File: src/rtl/sdci_pkg.sv
package sdci_pkg;
	// ---------------------------------------------------------------
	// Word layout
	// ---------------------------------------------------------------
	localparam int WORD_BITS = 24;
	localparam int CTRL_BITS = 8;
	localparam int DATA_BITS = 16;
	localparam int CNT_W = 5;
	localparam logic [CNT_W-1:0] LAST_BIT = 5'h17;
	localparam int BIT_D8 = 8;
	localparam int BIT_D7 = 7;
	localparam int BIT_D9 = 9;
	localparam int BIT_SEL = 0;
	// ---------------------------------------------------------------
	// Commands
	// ---------------------------------------------------------------
	localparam logic [7:0] CMD_NOP = 8'h00;
	localparam logic [7:0] CMD_LOAD = 8'h01;
	localparam logic [7:0] CMD_CLEAR = 8'h02;
	localparam logic [7:0] CMD_POWER = 8'h03;
	localparam logic [7:0] CMD_LIN = 8'h05;
	localparam logic [3:0] OP_WRITE = 4'h1;
	localparam logic [3:0] OP_WTHRU = 4'h3;
	// ---------------------------------------------------------------
	// Reset values and data masks
	// ---------------------------------------------------------------
	localparam logic [15:0] CODE_ZERO = 16'h0000;
	localparam logic [15:0] CODE_MID = 16'h8000;
	localparam logic [15:0] LOW12_MASK = 16'hfff0;
	localparam logic [15:0] FULL_MASK = 16'hffff;
endpackage : sdci_pkg

File: src/rtl/sdci_sync.sv
`timescale 1ns/1ps
`default_nettype none
module sdci_sync #(
	parameter int WIDTH = 4,
	parameter logic [WIDTH-1:0] RST_VAL = '0
) (
	input wire logic clk,
	input wire logic sys_rst,
	input wire logic [WIDTH-1:0] d,
	output logic [WIDTH-1:0] q
);
	logic [WIDTH-1:0] meta;
	logic [WIDTH-1:0] next_meta;
	logic [WIDTH-1:0] next_q;

	always_comb begin
		next_meta = d;
		next_q = meta;
	end

	always_ff @(posedge clk) begin
		if (sys_rst) begin
			// Both stages reset to the pin's idle level, so no false edge follows reset.
			meta <= RST_VAL;
			q <= RST_VAL;
		end else begin
			meta <= next_meta;
			q <= next_q;
		end
	end
endmodule : sdci_sync
`default_nettype wire

File: src/rtl/sdci_top.sv
`timescale 1ns/1ps
`default_nettype none
// Behaviour
// - Sample data on serial clock falling edge
// - Word is 8 control plus 16 data
// - Act on command after 24th bit
// - Frame select low delimits each word
// - Serial clock may idle either level
// - Ignore clocks after a full word
// - Reset code zero or midscale by select
// - Load pin or command copies input register
// - Load command copies only when D8 set
// - Power command sets power-down, done enable
// - Write loads input register only
// - Writethrough loads input and output registers
// - Narrow variant ignores four low bits
// - Output code is straight unipolar binary
// - Clear command acts as power-on reset
// - Short frame is discarded
// - Word-done low after 24 clocks, until frame ends
module sdci_top
	import sdci_pkg::*;
#(
	parameter int RES_BITS = 16
) (
	input wire logic clk,
	input wire logic sys_rst,
	input wire logic sclk,
	input wire logic frame_n,
	input wire logic sdin,
	input wire logic load_output_n,
	input wire logic midscale_sel,
	output logic word_done_n,
	output logic [15:0] output_code,
	output logic [15:0] input_code,
	output logic power_down,
	output logic linearity
);
	if (RES_BITS != 16 && RES_BITS != 12) begin : g_bad_res
		$error("RES_BITS must be 16 or 12");
	end

	localparam logic [15:0] DATA_MASK = (RES_BITS == 12) ? LOW12_MASK : FULL_MASK;

	// ---------------------------------------------------------------
	// Pin synchronisers
	// ---------------------------------------------------------------
	// Idle levels of serial clock, frame select, data and load pin, in port order.
	localparam logic [3:0] PIN_IDLE = 4'h5;
	logic [3:0] pins;
	logic sclk_s, frame_n_s, sdin_s, load_n_s;
	sdci_sync #(.WIDTH(4), .RST_VAL(PIN_IDLE)) u_sync (
		.clk(clk),
		.sys_rst(sys_rst),
		.d({sclk, frame_n, sdin, load_output_n}),
		.q(pins)
	);
	assign {sclk_s, frame_n_s, sdin_s, load_n_s} = pins;

	// ---------------------------------------------------------------
	// Serial state and data registers
	// ---------------------------------------------------------------
	typedef enum logic [2:0] {
		SDCI_IDLE = 3'b001,
		SDCI_SHIFT = 3'b010,
		SDCI_DONE = 3'b100
	} sdci_state_t;

	sdci_state_t state, next_state;
	logic sclk_d, frame_d, next_sclk_d, next_frame_d;
	logic [WORD_BITS-2:0] shreg, next_shreg;
	logic [CNT_W-1:0] count, next_count;
	logic [15:0] next_output_code, next_input_code;
	logic next_power_down, next_linearity, next_word_done_n;
	logic done_en, next_done_en;
	logic rst_pending, next_rst_pending;

	function automatic logic [15:0] reset_code(input logic mid);
		reset_code = mid ? CODE_MID : CODE_ZERO;
	endfunction : reset_code

	logic sclk_fall, frame_fall, frame_rise;
	logic [WORD_BITS-1:0] word;
	logic [7:0] ctrl;
	logic [15:0] data;
	assign sclk_fall = sclk_d & ~sclk_s;
	assign frame_fall = frame_d & ~frame_n_s;
	assign frame_rise = ~frame_d & frame_n_s;
	assign word = {shreg, sdin_s};
	assign ctrl = word[WORD_BITS-1 -: CTRL_BITS];
	assign data = word[DATA_BITS-1:0];

	always_comb begin
		next_sclk_d = sclk_s;
		next_frame_d = frame_n_s;
		next_state = state;
		next_shreg = shreg;
		next_count = count;
		next_output_code = output_code;
		next_input_code = input_code;
		next_power_down = power_down;
		next_linearity = linearity;
		next_done_en = done_en;
		next_word_done_n = word_done_n;
		next_rst_pending = 1'b0;
		if (rst_pending) begin
			// Straps are caught one cycle after reset, never inside the reset itself.
			next_output_code = reset_code(midscale_sel);
		end
		case (state)
			SDCI_IDLE: begin
				if (frame_fall) begin
					next_state = SDCI_SHIFT;
					next_count = '0;
				end
			end
			SDCI_SHIFT: begin
				if (frame_n_s) begin
					next_state = SDCI_IDLE;
				end else if (sclk_fall) begin
					next_shreg = {shreg[WORD_BITS-3:0], sdin_s};
					next_count = count + 5'h01;
					if (count == LAST_BIT) begin
						next_state = SDCI_DONE;
						next_word_done_n = ~done_en;
						if (ctrl == CMD_LOAD) begin
							if (data[BIT_D8]) begin
								next_output_code = input_code;
							end
						end else if (ctrl == CMD_CLEAR) begin
							next_input_code = CODE_ZERO;
							next_output_code = reset_code(midscale_sel);
							next_power_down = 1'b0;
							next_linearity = 1'b0;
							next_done_en = 1'b1;
						end else if (ctrl == CMD_POWER) begin
							next_power_down = data[BIT_D8];
							next_done_en = data[BIT_D7];
							next_word_done_n = ~data[BIT_D7];
						end else if (ctrl == CMD_LIN) begin
							next_linearity = data[BIT_D9];
						end else if (ctrl[7:4] == OP_WRITE && ctrl[BIT_SEL]) begin
							next_input_code = data & DATA_MASK;
						end else if (ctrl[7:4] == OP_WTHRU && ctrl[BIT_SEL]) begin
							next_input_code = data & DATA_MASK;
							next_output_code = data & DATA_MASK;
						end
						// Any other code falls through untouched.
					end
				end
			end
			SDCI_DONE: begin
				if (frame_n_s) begin
					next_state = SDCI_IDLE;
				end
			end
			default: next_state = SDCI_IDLE;
		endcase
		if (frame_n_s) begin
			next_word_done_n = 1'b1;
		end
		if (!load_n_s && !rst_pending) begin
			// Level-sensitive load: a later write this cycle is followed next cycle.
			next_output_code = input_code;
		end
	end

	always_ff @(posedge clk) begin
		if (sys_rst) begin
			state <= SDCI_IDLE;
			sclk_d <= 1'b0;
			frame_d <= 1'b1;
			shreg <= '0;
			count <= '0;
			output_code <= CODE_ZERO;
			input_code <= CODE_ZERO;
			power_down <= 1'b0;
			linearity <= 1'b0;
			done_en <= 1'b1;
			word_done_n <= 1'b1;
			rst_pending <= 1'b1;
		end else begin
			state <= next_state;
			sclk_d <= next_sclk_d;
			frame_d <= next_frame_d;
			shreg <= next_shreg;
			count <= next_count;
			output_code <= next_output_code;
			input_code <= next_input_code;
			power_down <= next_power_down;
			linearity <= next_linearity;
			done_en <= next_done_en;
			word_done_n <= next_word_done_n;
			rst_pending <= next_rst_pending;
		end
	end

	// ---------------------------------------------------------------
	// Checks
	// ---------------------------------------------------------------
	a_done_high_idle: assert property (@(posedge clk) disable iff (sys_rst)
		frame_n_s |=> word_done_n) else $error("word done low outside frame");
	a_short_frame: assert property (@(posedge clk) disable iff (sys_rst)
		(state == SDCI_SHIFT && frame_n_s) |=> $stable(input_code))
		else $error("short frame changed input register");
	a_wthru_out: assert property (@(posedge clk) disable iff (sys_rst)
		(state == SDCI_SHIFT && !frame_n_s && sclk_fall && count == LAST_BIT
		&& ctrl[7:4] == OP_WTHRU && ctrl[BIT_SEL] && load_n_s)
		|=> output_code == $past(data & DATA_MASK)) else $error("writethrough missed");
	a_write_hold: assert property (@(posedge clk) disable iff (sys_rst)
		(state == SDCI_SHIFT && !frame_n_s && sclk_fall && count == LAST_BIT
		&& ctrl[7:4] == OP_WRITE && load_n_s && !rst_pending)
		|=> $stable(output_code)) else $error("write changed output");
	a_done_stays: assert property (@(posedge clk) disable iff (sys_rst)
		(state == SDCI_DONE && !frame_n_s) |=> state == SDCI_DONE)
		else $error("left done state inside frame");
	a_load_follow: assert property (@(posedge clk) disable iff (sys_rst)
		(!load_n_s && !rst_pending) ##1 !load_n_s |=> output_code == $past(input_code))
		else $error("output not following input");
	a_narrow_bits: assert property (@(posedge clk) disable iff (sys_rst)
		RES_BITS == 12 |-> input_code[3:0] == 4'h0) else $error("low bits kept");
	a_strap_code: assert property (@(posedge clk) disable iff (sys_rst)
		rst_pending && load_n_s |=> output_code == reset_code($past(midscale_sel)))
		else $error("reset code wrong");
endmodule : sdci_top
`default_nettype wire

File: config.mk
export PLATFORM = sky130hd
export DESIGN_NAME = sdci_top
export DESIGN_NICKNAME = d
export VERILOG_FILES = /design/src/rtl/sdci_pkg.sv /design/src/rtl/sdci_sync.sv /design/src/rtl/sdci_top.sv
export SDC_FILE = /design/constraint.sdc
export NUM_CORES = 1
export LEC_CHECK = 0
export ABC_CLOCK_PERIOD_IN_PS = 2000
export BUFFER_PORTS_ARGS = -buffer_cell sky130_fd_sc_hd__buf_2
export CAP_MARGIN = 20
export CORE_ASPECT_RATIO = 1.5
export CORE_UTILIZATION = 50
export DETAILED_ROUTE_END_ITERATION = 12
export PLACE_DENSITY_LB_ADDON = 0.25
export SLEW_MARGIN = 10
export SYNTH_ARGS = -nofsm -noshare
export SYNTH_HDL_FRONTEND = slang
export SYNTH_SLANG_ARGS = --single-unit
File: constraint.sdc
create_clock -name clk -period 2 [get_ports clk]
set_input_delay 0 -clock clk [delete_from_list [all_inputs] [get_ports clk]]
set_output_delay 0 -clock clk [all_outputs]
set_load 0.01 [all_outputs]
# After elaboration in Yosys (flattened, before gate mapping)
# Cells that the tools add are included.
[word_totals] reg_bits=78 elab_cells=97 output_inout_bits=35 in_bits=7
[classes] reduce_logical=17 mux=40 n_addsub=1 bitwise_logic=7 eq_ne=18
[ops] op="16-bit 2-to-1 mux" count=19
[ops] op="8-bit by 2-bit equality test with 1-bit output, second input constant" count=2
[ops] op="3-bit 2-to-1 mux" count=5
[ops] op="5-bit 2-to-1 mux" count=3
[ops] op="1-bit 2-to-1 mux" count=11
[ops] op="2-bit inequality test, second input constant" count=5
[ops] op="5-bit case mux with 2 select lines" count=1
[ops] op="3-bit case mux with 3 select lines" count=1
[ops] op="8-bit by 1-bit equality test with 1-bit output, second input constant" count=1
[ops] op="8-bit by 3-bit equality test with 1-bit output, second input constant" count=1
[ops] op="4-bit AND reduction" count=2
[ops] op="8-bit AND reduction" count=1
[ops] op="7-bit AND reduction" count=1
[ops] op="3-bit by 2-bit inequality test with 1-bit output, second input constant" count=2
[ops] op="3-bit AND reduction" count=2
[ops] op="6-bit AND reduction" count=1
[ops] op="2-bit nonzero test" count=3
[ops] op="5-bit by 1-bit adder with 5-bit output, second input constant" count=1
[ops] op="5-bit equality test, second input constant" count=1
[ops] op="1-bit NOT" count=5
[ops] op="4-bit by 1-bit equality test with 1-bit output, second input constant" count=1
[ops] op="4-bit by 2-bit equality test with 1-bit output, second input constant" count=1
[ops] op="3-bit by 1-bit equality test with 1-bit output, second input constant" count=1
[ops] op="3-bit by 2-bit equality test with 1-bit output, second input constant" count=1
[ops] op="7 further kinds" count=11

# Longest topological paths before layout
[logic_depth] ltp_word=13 depth_mapped=8

# Hierarchy
# A second synthesis with hierarchy kept.
[hier_totals] cells_unflattened=419 area_unflattened_um2=3437.0
[modules_own_cells] mod="sdci_top" cells_per_inst=403 area_per_inst_um2=3226.8 n_inst=1
[modules_own_cells] mod="sdci_sync" cells_per_inst=16 area_per_inst_um2=210.2 n_inst=1

# Worst setup path after synthesis
# Ideal clock, no wire load.
[synth_timing] path_kind="register -> register" start="reg state[2]" end="reg input_code[15]" setup_ns=0.067 t_arrival_ns=1.939 t_required_ns=1.933 stages_incl_launch_ff=8 synth_period_minus_slack_ns=2.007 n_path_buf=2 slack_ns=-0.007 path_cell_list="dfxtp_1 > buf_6 > nor4b_4 > nand3_4 > or4_1 > clkbuf_1 > or2_1 > a21oi_2"
[synth_between] elab_chain_len=2
[synth_lines] item="from (decl)" line="sdci_top.sv:69" text="sdci_state_t state, next_state;"
[synth_lines] item="from (signal assigned)" line="sdci_top.sv:183" text="state <= next_state;"
[synth_lines] item="3-bit by 2-bit equality test with 1-bit output" line="sdci_top.sv:110" text="case (state)"
[synth_lines] item="8-bit AND reduction (no line)"
[synth_lines] item="to (signal assigned)" line="sdci_top.sv:189" text="input_code <= next_input_code;"
[synth_lines] item="to (decl)" line="sdci_top.sv:35" text="output logic [15:0] input_code,"
# No other way between the ends.
# A chain may end at the register's enable or synchronous reset.

# Worst setup path in the final report
[layout_timing] start="reg count[0]" end="reg output_code[2]"
[layout_between] elab_chain_len=6
[layout_lines] item="from (decl)" line="sdci_top.sv:72" text="logic [CNT_W-1:0] count, next_count;"
[layout_lines] item="from (signal assigned)" line="sdci_top.sv:187" text="count <= next_count;"
[layout_lines] item="5-bit equality test" line="sdci_top.sv:123" text="if (count == LAST_BIT) begin"
[layout_lines] item="16-bit 2-to-1 mux" line="sdci_top.sv:123"
[layout_lines] item="16-bit 2-to-1 mux" line="sdci_top.sv:120" text="end else if (sclk_fall) begin"
[layout_lines] item="16-bit 2-to-1 mux" line="sdci_top.sv:118" text="if (frame_n_s) begin"
[layout_lines] item="16-bit 2-to-1 mux" line="sdci_top.sv:110"
[layout_lines] item="16-bit 2-to-1 mux" line="sdci_top.sv:162" text="if (!load_n_s && !rst_pending) begin"
[layout_lines] item="to (signal assigned)" line="sdci_top.sv:188" text="output_code <= next_output_code;"
[layout_lines] item="to (decl)" line="sdci_top.sv:34" text="output logic [15:0] output_code,"
# No other way between the ends.

==> flow_summary.json <==
{
  "fmax_mhz": 527,
  "end_kind": "flip-flop",
  "cp_max_fo": 10,
  "p_leak_nw": 1.52,
  "yosys_register_bits": 78,
  "drive_gt1_frac": 0.235,
  "cts_inserted_buffers": 9,
  "synth_cell_types": 50,
  "nets": 484,
  "rsz0062_at_grt": "no",
  "dr.pass1.iters": 5,
  "cts_max_level": 3,
  "gr-total-overflow": 0,
  "register_area_um2": 1560,
  "yosysWarnings": 0,
  "dp_hpwl_mm": 5.86,
  "synth_nets": 434,
  "postRouteAntennaNets": 0,
  "grt_pass1_wl_mm": 15.1,
  "skew_ns": 0.0171,
  "ys.flop_type": "dfxtp_1",
  "hold_path.class": "in -> reg",
  "cts_tree": "yes",
  "io_pins": 42,
  "fp-row-count": 36,
  "synth_cells": 426,
  "seq_area_frac_synth": 0.453,
  "clock_path_buffers": 2,
  "critPathArrivalTime_ns": 2.14,
  "power_density_nw_per_um2": 678,
  "cp_cell_sequence": "ha_2, and4b_2, buf_4, and3_2, a31oi_4, buf_6, a211oi_1, nor3_1",
  "drt_wl_total_mm": 8.87,
  "seq_power_share": 0.566,
  "start_util": 0.525,
  "multi_input_area_um2": 1800,
  "fin_crit_ns": 1.90,
  "combPwrFrac": 0.049,
  "clkSinkCount": 78,
  "status": "completed",
  "wl_per_cell_um": 15.9,
  "grt_pass1_vias": 3018,
  "core_um2": 6580,
  "worst_ep_required_time_ns": 2.24,
  "power.switching_uw": 703,
  "drv_cap": 0,
  "grt_usage": 0.256,
  "cp_slowest_cell": "dfxtp_1",
  "viasPerCell": 5.84,
  "vdd_ir_drop_max_uv": 385,
  "fillers": 576,
  "crit_path_start_kind": "flip-flop",
  "clk_latency_ns": 0.35,
  "num_antenna_cells": 0,
  "tns_ns": 0,
  "cts_root_buf": "clkbuf_8",
  "slew_violations": 0,
  "worst-setup-path-type": "reg -> reg",
  "die_x_um": 69.8,
  "ys_async_sr_fraction": 0,
  "gp_congestion": 0.854,
  "area_growth_pct": 19.7,
  "grt_max_degree": 29,
  "setup_viol": 0,
  "synth_edf_count": 0,
  "relSlewSlack": 0.720,
  "r2r_setup_slack_ns": 0.10,
  "dieArea_um2": 7240,
  "avgSynthCellArea_um2": 8.10,
  "max_stage_delay_ns": 0.35,
  "sw_frac_of_total": 0.251,
  "io_buffer_count": 41,
  "final_hold_viol_count": 0,
  "first_iter_violations": 195,
  "syn-cell-area_um2": 3450,
  "post-route-period-util": 0.949,
  "final_cell_count_no_fill": 557,
  "power.internal_mw": 2.10,
  "grt_antenna_before_repair": 0,
  "worstMarginPinSlew_ns": 0.421,
  "vias": 3253,
  "drc": 0,
  "clkPwrFrac": 0.385,
  "fp.dieH_um": 104,
  "dp.cells": 535,
  "path_clk_slew_ns": 0.09
}
==> registers in the layout, indices dropped and copies added, names as in the netlist, 3 cells and up <==
| register | flops |
|---|---|
| shreg | 23 |
| input_code | 16 |
| output_code | 16 |
| count | 5 |
| u_sync.meta | 4 |
| u_sync.q | 4 |
| state | 3 |
==> worst max-delay path: cells and delay by family (launching register included) <==
kind / cells / cell delay (ns)
simple gates: 3 / 0.58
flops: 1 / 0.35
fa+ha+maj: 1 / 0.19
compound gates: 2 / 0.37
buf+inv: 2 / 0.30
==> per-layer routing <==
| layer | part of all wire | global-route usage | wire, um | up-vias |
|---|---|---|---|---|
| li1 | - | - | - | 1585 |
| met1 | 0.42 | 0.315 | 3700 | 1552 |
| met2 | 0.51 | 0.435 | 4560 | 96 |
| met3 | 0.046 | 0.0545 | 405 | 20 |
| met4 | 0.022 | 0.0886 | 199 | 0 |
| met5 | 0 | 0 | 0 | - |
==> cell usage after synthesis, types with 2 or more instances <==
cell type,instances,share of area
xor2_1,4,0.010
nor4bb_1,2,0.0058
nand3_1,17,0.025
nor3b_1,4,0.0087
xnor2_1,2,0.0051
a211oi_1,15,0.033
a31oi_1,2,0.0036
o21bai_1,2,0.0043
nand2_1,71,0.077
nand4_1,18,0.033
o21ai_1,15,0.022
o21ai_0,4,0.0058
nor2_1,32,0.035
nand3b_1,17,0.037
a21oi_1,41,0.059
buf_1,3,0.0033
mux2i_1,5,0.015
inv_1,3,0.0033
or2_2,6,0.011
nor3_1,17,0.025
nor4b_1,2,0.0051
clkbuf_1,26,0.028
buf_2,5,0.0073
dfxtp_1,78,0.45
nor2b_1,10,0.018
==> repair_timing <==
item | CTS | global route
hold endpoints to repair | 4 | 0
resized for setup | 3 | 12
hold buffers | 4 | 0
endpoints found under the setup margin | 9 | 32
setup buffers | 0 | 1
==> worst paths after layout <==
kind,from,depth (start not counted),endpoint
worst max-delay path,count[0]$_SDFFE_PP0P_,8,output_code[2]$_SDFF_PP0_
worst min-delay path,sys_rst,2,u_sync.meta[3]$_SDFF_PP0_
worst max register to register,count[0]$_SDFFE_PP0P_,8,output_code[2]$_SDFF_PP0_
worst min register to register,u_sync.meta[0]$_SDFF_PP1_,1,u_sync.q[0]$_SDFF_PP1_
==> stage by stage <==
stage                     cell area (um^2)  power [mW]  hold slack, ns  utilization  setup slack (ns)
after floorplan                       3450        1.70          0.0277            -            0.0150
after global placement                3830        1.74           0.186        0.582            0.0192
after detailed placement              3830        1.75           0.189        0.582           -0.0227
after CTS                             4060        2.81          0.0566        0.618            0.0267
after global routing                  4130        2.91          0.0986        0.628           0.00619
final                                 4130        2.80          0.0644        0.628             0.102
==> cells by family after synthesis <==
family,share of synthesized area
multiplexers,0.0178
adder cells (fa/ha/maj),0.00363
AND/OR/NAND/NOR,0.313
AO/OA/AOI/OAI,0.151
flip-flops,0.453
buffers and inverters,0.0468
XOR/XNOR,0.0152
==> placed cells by master (no fill, tap or decap), types with 2 or more instances in the layout <==
master / n
a211oi_1: 11
a211oi_2: 4
a21oi_1: 41
buf_2: 41
buf_4: 28
buf_6: 2
clkbuf_8: 9
clkinv_4: 3
dfxtp_1: 77
dlygate4sd3_1: 4
inv_1: 3
inv_6: 2
mux2i_1: 5
nand2_1: 71
nand3_1: 17
nand3b_1: 17
nand4_1: 18
nor2_1: 32
nor2b_1: 10
nor3_1: 16
nor3b_1: 4
nor4b_2: 2
o21ai_0: 4
o21ai_1: 15
o21bai_1: 2
or2_2: 6
xnor2_1: 2
xor2_1: 4
==> layout make-up <==
type / count / area share
multi-input combinational: 309 / 0.436
sequential: 78 / 0.378
inverter: 3 / 0.00273
timing repair buffer: 75 / 0.116
clock inverter: 7 / 0.0136
clock buffer: 9 / 0.0300
tap: 76 / 0.0230
==> power by group through the flow <==
| stage | logic, mW | registers, mW | clock network (mW) |
|---|---|---|---|
| floorplan | 0.0769 | 1.62 | 0 |
| global placement | 0.123 | 1.62 | 0 |
| detailed placement | 0.125 | 1.62 | 0 |
| CTS | 0.132 | 1.58 | 1.10 |
| global route | 0.150 | 1.59 | 1.17 |
| finish | 0.136 | 1.58 | 1.08 |
Note: power is estimated with default switching activity, not from simulation.
